==> src/design/sleep_pkg.sv <==
`default_nettype none
package sleep_pkg;
   // ======================================================================
   // Register map, byte offsets on the plain register port.
   // ======================================================================
   localparam int          ADDR_W            = 8;
   localparam int          DATA_W            = 8;
   localparam logic [7:0]  SLEEP_CONTROL_OFF = 8'h33;
   localparam logic [7:0]  GATE0_OFF         = 8'h64;
   localparam logic [7:0]  GATE1_OFF         = 8'h65;
   localparam logic [7:0]  MCU_CONTROL_OFF   = 8'h35;
   localparam logic [7:0]  INDIS0_OFF        = 8'h7e;
   localparam logic [7:0]  INDIS1_OFF        = 8'h7f;
   localparam logic [7:0]  INDIS2_OFF        = 8'h7d;
   localparam logic [7:0]  STATUS_OFF        = 8'h36;

   // ======================================================================
   // Field layouts and reset values.
   // ======================================================================
   localparam logic [7:0]  SLEEP_CONTROL_WMASK = 8'h0f;
   localparam logic [7:0]  GATE0_WMASK         = 8'hef;
   localparam logic [7:0]  GATE1_WMASK         = 8'h3f;
   localparam logic [7:0]  MCU_CONTROL_WMASK   = 8'h80;
   localparam logic [7:0]  REG_RESET           = 8'h00;
   localparam int          SLEEP_ENABLE_BIT    = 0;
   localparam int          MODE_LSB            = 1;
   localparam int          DEBUG_DISABLE_BIT   = 7;
   localparam int          G0_TWO_WIRE         = 7;
   localparam int          G0_TIMER2           = 6;
   localparam int          G0_TIMER0           = 5;
   localparam int          G0_TIMER1           = 3;
   localparam int          G0_SPI              = 2;
   localparam int          G0_SERIAL0          = 1;
   localparam int          G0_CONVERTER        = 0;

   // ======================================================================
   // Sleep modes and timing.
   // ======================================================================
   localparam logic [2:0]  MODE_IDLE     = 3'h0;
   localparam logic [2:0]  MODE_NOISE    = 3'h1;
   localparam logic [2:0]  MODE_PDOWN    = 3'h2;
   localparam logic [2:0]  MODE_PSAVE    = 3'h3;
   localparam logic [2:0]  MODE_STANDBY  = 3'h6;
   localparam logic [2:0]  MODE_XSTANDBY = 3'h7;
   localparam int          WAKE_HALT_CYCLES    = 4;
   localparam int          STANDBY_WAKE_CYCLES = 6;
   localparam int          STARTUP_CYCLES      = 16;
   localparam logic [2:0]  BROWNOUT_OFF_CODE   = 3'h7;

   typedef enum logic [1:0] {ST_RUN, ST_SLEEP, ST_START, ST_HALT} pwr_state_t;
endpackage
`default_nettype wire

==> src/design/sleep_mode_decode.sv <==
`timescale 1ns/100ps
`default_nettype none
module sleep_mode_decode
(
   // Mode in
   input  wire logic [2:0] mode,
   // Clock domains kept
   output logic            ioClkRun,
   output logic            adcClkRun,
   output logic            oscRun,
   output logic            timer2Run,
   output logic            shallow,
   output logic            fastWake
);
   import sleep_pkg::*;

   always_comb
   begin
      ioClkRun  = (mode == MODE_IDLE);
      adcClkRun = (mode == MODE_IDLE) || (mode == MODE_NOISE);
      oscRun    = (mode == MODE_IDLE) || (mode == MODE_NOISE)
                  || (mode == MODE_STANDBY) || (mode == MODE_XSTANDBY);
      timer2Run = (mode == MODE_NOISE) || (mode == MODE_PSAVE)
                  || (mode == MODE_XSTANDBY) || (mode == MODE_IDLE);
      shallow   = adcClkRun;
      fastWake  = (mode == MODE_STANDBY) || (mode == MODE_XSTANDBY);
   end
endmodule
`default_nettype wire

==> src/design/wake_counter.sv <==
`timescale 1ns/100ps
`default_nettype none
module wake_counter
#(
   parameter int WIDTH = 8
)
(
   // Clock and reset
   input  wire logic             ref_clk,
   input  wire logic             resetn,
   // Control
   input  wire logic             load,
   input  wire logic [WIDTH-1:0] loadValue,
   output logic                  done
);
   logic [WIDTH-1:0] count_q;

   always_ff @(posedge ref_clk or negedge resetn)
   begin
      if (!resetn)
         count_q <= '0;
      else if (load)
         count_q <= loadValue;
      else if (count_q != '0)
         count_q <= count_q - WIDTH'(1);
   end

   assign done = (count_q == WIDTH'(1));
endmodule
`default_nettype wire

==> src/design/sleep_and_power_reduction_ctrl.sv <==
// The strobed register port was left to the implementer.
`timescale 1ns/100ps
`default_nettype none
// Function
// - Sleep control resets to zero; upper nibble reads zero, lower nibble writable.
// - Three mode bits pick idle, noise, power-down, save, standby, extended.
// - Sleep instruction sleeps only while the sleep-enable bit is one.
// - Gate register 0 resets to zero; bit 4 always reads zero.
// - Gate 0 bit 7 stops the two-wire interface clock.
// - Gate 0 bit 6 stops timer 2 only when clocked synchronously.
// - Gate 0 bits 5 and 3 freeze timers 0 and 1.
// - Gate 0 bit 2 stops the SPI clock.
// - Gate 0 bit 1 stops serial port 0 clock.
// - Gate 0 bit 0 shuts converter; comparator loses converter multiplexer.
// - Gate register 1 bits 7 and 6 read zero.
// - Gate 1 bits 5, 4, 3 freeze timers 5, 4, 3.
// - Gate 1 bits 2, 1, 0 stop serial ports 3, 2, 1.
// - Enabled converter stays on in sleep; restart forces extended conversion.
// - Comparator auto-disabled in deep modes; its reference use keeps reference.
// - Reference powered when brown-out, comparator or converter needs it.
// - Brown-out detector enabled by level stays on in every sleep mode.
// - Enabled watchdog keeps running in every sleep mode.
// - Input buffers off when I/O and converter clocks stop, except wake pins.
// - Enabled debug keeps main clock in sleep; disable bit turns debug off.
// - Input-disable registers turn off digital buffers of analog pins.
// - Interrupt wake halts CPU four cycles beyond start-up time.
// - Idle stops only CPU and flash clocks.
// - Standby modes keep oscillator running and wake in six cycles.
// - Gated peripheral is frozen and its registers inaccessible.
module sleep_and_power_reduction_ctrl
#(
   parameter int STARTUP = sleep_pkg::STARTUP_CYCLES
)
(
   // Clock and reset
   input  wire logic                        ref_clk,
   input  wire logic                        resetn,
   // Register port
   input  wire logic [sleep_pkg::ADDR_W-1:0] regAddr,
   input  wire logic [sleep_pkg::DATA_W-1:0] regWdata,
   input  wire logic                        regWrite,
   input  wire logic                        regRead,
   output logic      [sleep_pkg::DATA_W-1:0] regRdata,
   // CPU core
   input  wire logic                        sleepInstr,
   input  wire logic                        wakeEvent,
   output logic                             cpuRun,
   output logic                             flashClkEn,
   output logic                             sleeping,
   // Configuration and peripheral status
   input  wire logic                        timer2AsyncSelect,
   input  wire logic [2:0]                  brownoutLevelConfig,
   input  wire logic                        debugEnableConfig,
   input  wire logic                        scanPortEnableConfig,
   input  wire logic                        watchdogEnabled,
   input  wire logic                        converterEnabled,
   input  wire logic                        comparatorEnabled,
   input  wire logic                        comparatorUsesRef,
   input  wire logic                        comparatorUsesMux,
   input  wire logic [7:0]                  wakePinMask,
   // Clock enables, analog, supervisory, debug and input-buffer controls
   output logic                             ioClkEn,
   output logic                             adcClkEn,
   output logic                             oscEn,
   output logic                             clkTwoWire,
   output logic                             clkTimer0,
   output logic                             clkTimer1,
   output logic                             clkTimer2,
   output logic                             clkTimer3,
   output logic                             clkTimer4,
   output logic                             clkTimer5,
   output logic                             clkSpi,
   output logic [3:0]                       clkSerial,
   output logic                             converterOn,
   output logic                             converterExtended,
   output logic                             comparatorOn,
   output logic                             comparatorMuxOk,
   output logic                             referenceOn,
   output logic                             brownoutOn,
   output logic                             watchdogRun,
   output logic                             debugActive,
   output logic [7:0]                       inputBufEn,
   output logic [23:0]                      inputDisable
);
   import sleep_pkg::*;

   if (STARTUP < 1 || STARTUP > 250)
      $error("STARTUP out of range");

   // ======================================================================
   // Registers.
   // ======================================================================
   logic [7:0] sleepControl_q, gate0_q, gate1_q, mcuControl_q;
   logic [7:0] indis0_q, indis1_q, indis2_q;
   pwr_state_t state_q;
   logic       convSeen_q;

   function automatic logic [7:0] wr(input logic [7:0] old, input logic [7:0] mask,
                                     input logic [7:0] data);
      wr = (old & ~mask) | (data & mask);
   endfunction

   function automatic logic hit(input logic [7:0] addr, input logic [7:0] off);
      hit = regWrite && (addr == off);
   endfunction

   always_ff @(posedge ref_clk or negedge resetn)
   begin
      if (!resetn)
      begin
         sleepControl_q <= REG_RESET;
         gate0_q        <= REG_RESET;
         gate1_q        <= REG_RESET;
         mcuControl_q   <= REG_RESET;
         indis0_q       <= REG_RESET;
         indis1_q       <= REG_RESET;
         indis2_q       <= REG_RESET;
      end
      else
      begin
         if (hit(regAddr, SLEEP_CONTROL_OFF))
            sleepControl_q <= wr(sleepControl_q, SLEEP_CONTROL_WMASK, regWdata);
         if (hit(regAddr, GATE0_OFF))
            gate0_q <= wr(gate0_q, GATE0_WMASK, regWdata);
         if (hit(regAddr, GATE1_OFF))
            gate1_q <= wr(gate1_q, GATE1_WMASK, regWdata);
         if (hit(regAddr, MCU_CONTROL_OFF))
            mcuControl_q <= wr(mcuControl_q, MCU_CONTROL_WMASK, regWdata);
         if (hit(regAddr, INDIS0_OFF))
            indis0_q <= regWdata;
         if (hit(regAddr, INDIS1_OFF))
            indis1_q <= regWdata;
         if (hit(regAddr, INDIS2_OFF))
            indis2_q <= regWdata;
      end
   end

   // ======================================================================
   // Read port: data stand in the cycle after the strobe, zero otherwise.
   // ======================================================================
   logic [7:0] rdMux;

   always_comb
   begin
      case (regAddr)
         SLEEP_CONTROL_OFF: rdMux = sleepControl_q & SLEEP_CONTROL_WMASK;
         GATE0_OFF:         rdMux = gate0_q & GATE0_WMASK;
         GATE1_OFF:         rdMux = gate1_q & GATE1_WMASK;
         MCU_CONTROL_OFF:   rdMux = mcuControl_q & MCU_CONTROL_WMASK;
         INDIS0_OFF:        rdMux = indis0_q;
         INDIS1_OFF:        rdMux = indis1_q;
         INDIS2_OFF:        rdMux = indis2_q;
         STATUS_OFF:        rdMux = {5'h00, convSeen_q, state_q};
         default:           rdMux = 8'h00;
      endcase
   end

   always_ff @(posedge ref_clk or negedge resetn)
   begin
      if (!resetn)
         regRdata <= 8'h00;
      else
         regRdata <= regRead ? rdMux : 8'h00;
   end

   // ======================================================================
   // Sleep sequencer.
   // ======================================================================
   logic [2:0] mode;
   logic [7:0] cntValue;
   logic       ioRun, adcRun, oscRunMode, t2Run, shallow, fastWake;
   logic       cntLoad, cntDone;

   assign mode = sleepControl_q[MODE_LSB +: 3];

   sleep_mode_decode u_decode
   (
      .mode      (mode),
      .ioClkRun  (ioRun),
      .adcClkRun (adcRun),
      .oscRun    (oscRunMode),
      .timer2Run (t2Run),
      .shallow   (shallow),
      .fastWake  (fastWake)
   );

   wake_counter #(.WIDTH(8)) u_wake
   (
      .ref_clk   (ref_clk),
      .resetn    (resetn),
      .load      (cntLoad),
      .loadValue (cntValue),
      .done      (cntDone)
   );

   logic sleepOk;
   // Reserved codes are treated as no sleep so the core never hangs.
   assign sleepOk = sleepControl_q[SLEEP_ENABLE_BIT] && (mode[2:1] != 2'b10);

   always_comb
   begin
      cntLoad  = 1'b0;
      cntValue = 8'h00;
      if (state_q == ST_SLEEP && wakeEvent)
      begin
         cntLoad  = 1'b1;
         cntValue = (oscRunMode || fastWake) ? 8'(STANDBY_WAKE_CYCLES) : 8'(STARTUP);
      end
      else if (state_q == ST_START && cntDone)
      begin
         cntLoad  = 1'b1;
         cntValue = 8'(WAKE_HALT_CYCLES);
      end
   end

   always_ff @(posedge ref_clk or negedge resetn)
   begin
      if (!resetn)
         state_q <= ST_RUN;
      else
      begin
         case (state_q)
            ST_RUN:   if (sleepInstr && sleepOk) state_q <= ST_SLEEP;
            ST_SLEEP: if (wakeEvent) state_q <= ST_START;
            ST_START: if (cntDone) state_q <= ST_HALT;
            ST_HALT:  if (cntDone) state_q <= ST_RUN;
            default:  state_q <= ST_RUN;
         endcase
      end
   end

   logic asleep;
   assign asleep = (state_q != ST_RUN);

   // ======================================================================
   // Clock and power outputs.
   // ======================================================================
   logic debugOn, refNeed, compOn;
   assign debugOn = debugEnableConfig && scanPortEnableConfig
                    && !mcuControl_q[DEBUG_DISABLE_BIT];
   assign compOn  = comparatorEnabled && (!asleep || shallow);
   assign refNeed = (brownoutLevelConfig != BROWNOUT_OFF_CODE) || converterEnabled
                    || (comparatorEnabled && comparatorUsesRef);

   always_ff @(posedge ref_clk or negedge resetn)
   begin
      if (!resetn)
      begin
         cpuRun     <= 1'b1;
         flashClkEn <= 1'b1;
         sleeping   <= 1'b0;
         ioClkEn    <= 1'b1;
         adcClkEn   <= 1'b1;
         oscEn      <= 1'b1;
         debugActive <= 1'b0;
      end
      else
      begin
         cpuRun      <= !asleep;
         flashClkEn  <= !asleep;
         sleeping    <= asleep;
         ioClkEn     <= !asleep || ioRun;
         adcClkEn    <= !asleep || adcRun;
         oscEn       <= !asleep || oscRunMode || debugOn;
         debugActive <= debugOn;
      end
   end

   // Frozen peripherals keep state because their enable is simply withheld.
   always_ff @(posedge ref_clk or negedge resetn)
   begin
      if (!resetn)
      begin
         clkTwoWire <= 1'b1;
         clkTimer0  <= 1'b1;
         clkTimer1  <= 1'b1;
         clkTimer2  <= 1'b1;
         clkTimer3  <= 1'b1;
         clkTimer4  <= 1'b1;
         clkTimer5  <= 1'b1;
         clkSpi     <= 1'b1;
         clkSerial  <= 4'hf;
      end
      else
      begin
         clkTwoWire <= !gate0_q[G0_TWO_WIRE] && (!asleep || ioRun);
         clkTimer0  <= !gate0_q[G0_TIMER0] && (!asleep || ioRun);
         clkTimer1  <= !gate0_q[G0_TIMER1] && (!asleep || ioRun);
         clkTimer2  <= (timer2AsyncSelect || !gate0_q[G0_TIMER2]) && (!asleep || t2Run);
         clkTimer3  <= !gate1_q[3] && (!asleep || ioRun);
         clkTimer4  <= !gate1_q[4] && (!asleep || ioRun);
         clkTimer5  <= !gate1_q[5] && (!asleep || ioRun);
         clkSpi     <= !gate0_q[G0_SPI] && (!asleep || ioRun);
         clkSerial[0] <= !gate0_q[G0_SERIAL0] && (!asleep || ioRun);
         clkSerial[3:1] <= ~gate1_q[2:0] & {3{!asleep || ioRun}};
      end
   end

   // ======================================================================
   // Analog and supervisory enables.
   // ======================================================================
   logic convNow;
   assign convNow = converterEnabled && !gate0_q[G0_CONVERTER];

   always_ff @(posedge ref_clk or negedge resetn)
   begin
      if (!resetn)
      begin
         convSeen_q        <= 1'b0;
         converterOn       <= 1'b0;
         converterExtended <= 1'b1;
         comparatorOn      <= 1'b0;
         comparatorMuxOk   <= 1'b0;
         referenceOn       <= 1'b0;
         brownoutOn        <= 1'b0;
         watchdogRun       <= 1'b0;
         inputBufEn        <= 8'hff;
         inputDisable      <= 24'h000000;
      end
      else
      begin
         converterOn       <= convNow;
         converterExtended <= convNow && !convSeen_q ? 1'b1
                              : (convNow ? 1'b0 : converterExtended | !convNow);
         convSeen_q        <= convNow;
         comparatorOn      <= compOn;
         comparatorMuxOk   <= comparatorUsesMux && !gate0_q[G0_CONVERTER];
         referenceOn       <= refNeed;
         brownoutOn        <= (brownoutLevelConfig != BROWNOUT_OFF_CODE);
         watchdogRun       <= watchdogEnabled;
         inputBufEn        <= (asleep && !ioRun && !adcRun) ? wakePinMask : 8'hff;
         inputDisable      <= {indis2_q, indis1_q, indis0_q};
      end
   end
endmodule
`default_nettype wire

==> config.mk <==
export PLATFORM = sky130hd
export DESIGN_NAME = sleep_and_power_reduction_ctrl
export DESIGN_NICKNAME = d
export VERILOG_FILES = /design/src/design/sleep_pkg.sv /design/src/design/sleep_mode_decode.sv /design/src/design/wake_counter.sv /design/src/design/sleep_and_power_reduction_ctrl.sv
export SDC_FILE = /design/constraint.sdc
export NUM_CORES = 1
export LEC_CHECK = 0
export ABC_AREA = 1
export BUFFER_PORTS_ARGS = -buffer_cell sky130_fd_sc_hd__buf_2
export CORE_MARGIN = 2
export CORE_UTILIZATION = 49
export DETAILED_ROUTE_END_ITERATION = 8
export PLACE_DENSITY = 0.88
export SYNTH_ARGS = -nofsm -noshare
export SYNTH_HDL_FRONTEND = slang
export SYNTH_SLANG_ARGS = --single-unit
==> constraint.sdc <==
create_clock -name ref_clk -period 1.35 [get_ports ref_clk]
set_input_delay 0.0675 -clock ref_clk [delete_from_list [all_inputs] [get_ports ref_clk]]
set_output_delay 0.0675 -clock ref_clk [all_outputs]
set_load 0.1 [all_outputs]
==> out/qor.csv <==
metric,value,unit
outcome,finished with violations,
violations,setup timing,
max_freq,648.5,MHz
yosysSeqAreaShare,59.45,%
clkPwrFrac,34.3,%
final_cells,798,
rr_startpoint,u_wake.count_q[1],
finClkSkew,7.037,ps
p_comb_share,31.6,%
synth_simple_gate_area_share,24.33,%
syn_inst,479,
multi_input_area,0.001884,mm2
hold_viol,0,
sequentialPowerShare,34.1,%
drc_errors,0,
drt-total-wl,13470,um
layout_min_cycle_time,1542,ps
clkSinkCount,117,
p_leak,3.581,nW
die_w,104.8,um
seq_area,0.002962,mm2
fin_setup_tns,-1721,ps
power.internal,8.081,mW
cp_slowest_cell,dfrtp_1,
maxSlewViolCount,0,
cts.clk_slew.worst_paths,60,ps
first_iter_violations,257,
crit_path_end_kind,flop,
final_nets,699,
track_usage,25.01,%
drt_pass1_iterations,5,
hp-class,in -> reg,
synth_fa_ha_area_share,1.508,%
post-place-cells,727,
grt_remaining_overflow,0,
hp-start,regWrite,
p_switching,4.556,mW
coreArea,0.009819,mm2
pin_count,107,
crit_path_start_kind,flop,
synth.distinct_cells,33,
whs_path_depth,3,
avgSynthCellArea,10.39,um2
grt_max_degree,42,
dpl.hpwl,8377,um
portBuffers,106,
synthXorXnorAreaFrac,1.056,%
cts.root.buffer_cell,clkbuf_8,
viasPerCell,5.190,
syn_nets,526,
slew_headroom,67.60,%
numCtsBuffers,17,
grt_pass1_wl,21180,um
cp_cell_sequence,"inv_2, ha_4, nor3b_4, nand3_4, buf_4, nand3_1, a21oi_2",
antenna_found_initial,1,
chipHeight,104.8,um
clock_latency,510,ps
drive_above_1_share,43.61,%
yosysWarningCount,0,
synth_top_family_by_area,simple AND/OR/NAND/NOR gates,
ant_nets,0,
rsz0062_at_grt,true,
cp-startpoint,u_wake.count_q[1],
antennaDiodeCount,0,
setup_viol_count_final,12,
vias,4142,
swShare,36.05,%
grt_pass1_vias,4304,
syn_to_final_growth,44.67,%
placementRows,36,
worstPathArrival,1940,ps
cts.path.max_buffers,2,
min_to,sleepControl_q[3],
ys_ff_latch,117,
path_class,reg -> reg,
tritoncts,built,
power_density,1755,mW/mm2
slowest_delay,400,ps
tightest_slew,489.4,ps
r2r_end,u_wake.count_q[4],
vdd.ir_drop.worst,1.594,mV
whs,20.74,ps
finalCritPeriodShare,114.2,%
cap_violations,0,
layout_setup_ws,-192.0,ps
die_area,0.01098,mm2
dp_slack,-107.5,ps
wl_per_cell,16.88,um
required,1750,ps
worstRegToRegCells,7,
syn_area,0.004977,mm2
routabilityCongestion,0.8932,
synth.area.mux_share,0,%
r2r_setup_slack,-190,ps
synth_compound_area_share,8.095,%
fillers,633,
cp_max_fo,5,
htree_levels,4,
start_util,50.69,%
-- cell usage after synthesis, drive strengths merged --
| cell type | count | area, um2 |
|---|---|---|
| nor2 | 64 | 350.3 |
| nand4 | 1 | 6.260 |
| buf | 9 | 101.3 |
| ha | 6 | 75.07 |
| dfstp | 25 | 656.9 |
| inv | 45 | 171.4 |
| nand3 | 55 | 317.8 |
| a22oi | 1 | 7.510 |
| clkbuf | 1 | 3.750 |
| o21a | 7 | 52.55 |
| nor3 | 4 | 20.02 |
| and2 | 1 | 6.260 |
| o31ai | 1 | 7.510 |
| nor3b | 1 | 7.510 |
| xnor2 | 2 | 17.52 |
| dfrtp | 92 | 2302 |
| xor2 | 4 | 35.03 |
| a21oi | 6 | 30.03 |
| or2 | 9 | 56.30 |
| o21ai | 40 | 305.3 |
| nand2 | 105 | 446.7 |
-- power groups by stage --
stage	Clock [mW]	Combinational [mW]	Sequential, mW
CTS	4.38	3.56	4.24
detailed placement	0	3.09	4.25
finish	4.33	4.00	4.31
global placement	0	3.00	4.23
floorplan	0	1.10	5.41
global route	4.54	4.19	4.34
-- critical path: cells and delay by family (launching register included) --
family	cells	cell delay, ps
buffers and inverters	2	280
DFF	1	400
and+or+nand+nor	3	550
AOI/OAI and AO/OA	1	60
adders and majority gates	1	140
-- worst max path at each step --
stage / to / slack [ps]
after floorplan: inputBufEn[0] / 7
after global placement: u_wake.count_q[0] / -10
after detailed placement: u_wake.count_q[2] / -110
after CTS: cpuRun / -60
after global routing: u_wake.count_q[4] / -230
final: u_wake.count_q[4] / -190
-- final cells by class --
cell class | count | share of cell area (%)
timing repair inverter | 1 | 0.06950
clock inverter | 10 | 1.303
multi-input combinational | 307 | 26.17
tap | 133 | 2.311
timing repair buffer | 163 | 19.72
inverter | 45 | 2.415
clock buffer | 22 | 6.881
sequential | 117 | 41.13
-- sequential cells by signal, summed over array words and instances (netlist names), 2 cells and up --
register and count:
clkSerial 4, indis2_q 8, inputDisable 24, indis0_q 8, state_q 2, u_wake.count_q 8, gate0_q 7, gate1_q 6
inputBufEn 8, indis1_q 8, sleepControl_q 4, regRdata 8
-- through the flow --
step | instance area [um2] | util, % | power (mW)
finish | 7201 | 73.33 | 12.64
global route | 7201 | 73.33 | 13.07
CTS | 6960 | 70.88 | 12.18
detailed placement | 5798 | 59.05 | 7.347
global placement | 5798 | 59.05 | 7.227
floorplan | 4991 | - | 6.507
-- cells by family after synthesis --
family / Yosys count
compound gates: 55
buf+inv: 55
flops: 117
simple gates: 240
xor+xnor: 6
fa+ha+maj: 6
-- per-layer routing --
layer	share of wire (%)	global-route usage [%]
met1	37	29.37
met2	52	43.04
met3	7.1	7.112
met4	3.3	10.29
met5	0	0
-- placed cells by master (no fill, tap or decap), types with 3 or more instances in the layout --
master / n
clkinv_2: 3
nand3_1: 48
nand2_2: 9
dfstp_2: 25
nand3_4: 5
or2_2: 9
o21a_1: 7
dlygate4sd3_1: 30
nor2_1: 45
buf_12: 7
clkbuf_16: 18
buf_2: 45
inv_2: 8
nor2_2: 9
xor2_1: 4
clkinv_4: 3
o21ai_0: 10
buf_4: 28
nor2_8: 4
o21ai_2: 30
buf_8: 15
buf_6: 9
inv_1: 35
ha_1: 4
clkbuf_8: 3
clkbuf_4: 29
clkinvlp_4: 3
nand2_1: 90
a21oi_1: 4
nor2_4: 6
dfrtp_1: 90
nand2_4: 6
-- repair_timing --
action / in CTS / in global routing
hold buffers: 30 / 0
pin swaps: 5 / 7
buffers inserted: 4 / 4
setup endpoints to repair: 57 / 75
gates cloned: 0 / 1
gates resized for setup: 75 / 68
hold endpoints to repair: 166 / 0
No activity file was read; power rests on OpenSTA's default activity.
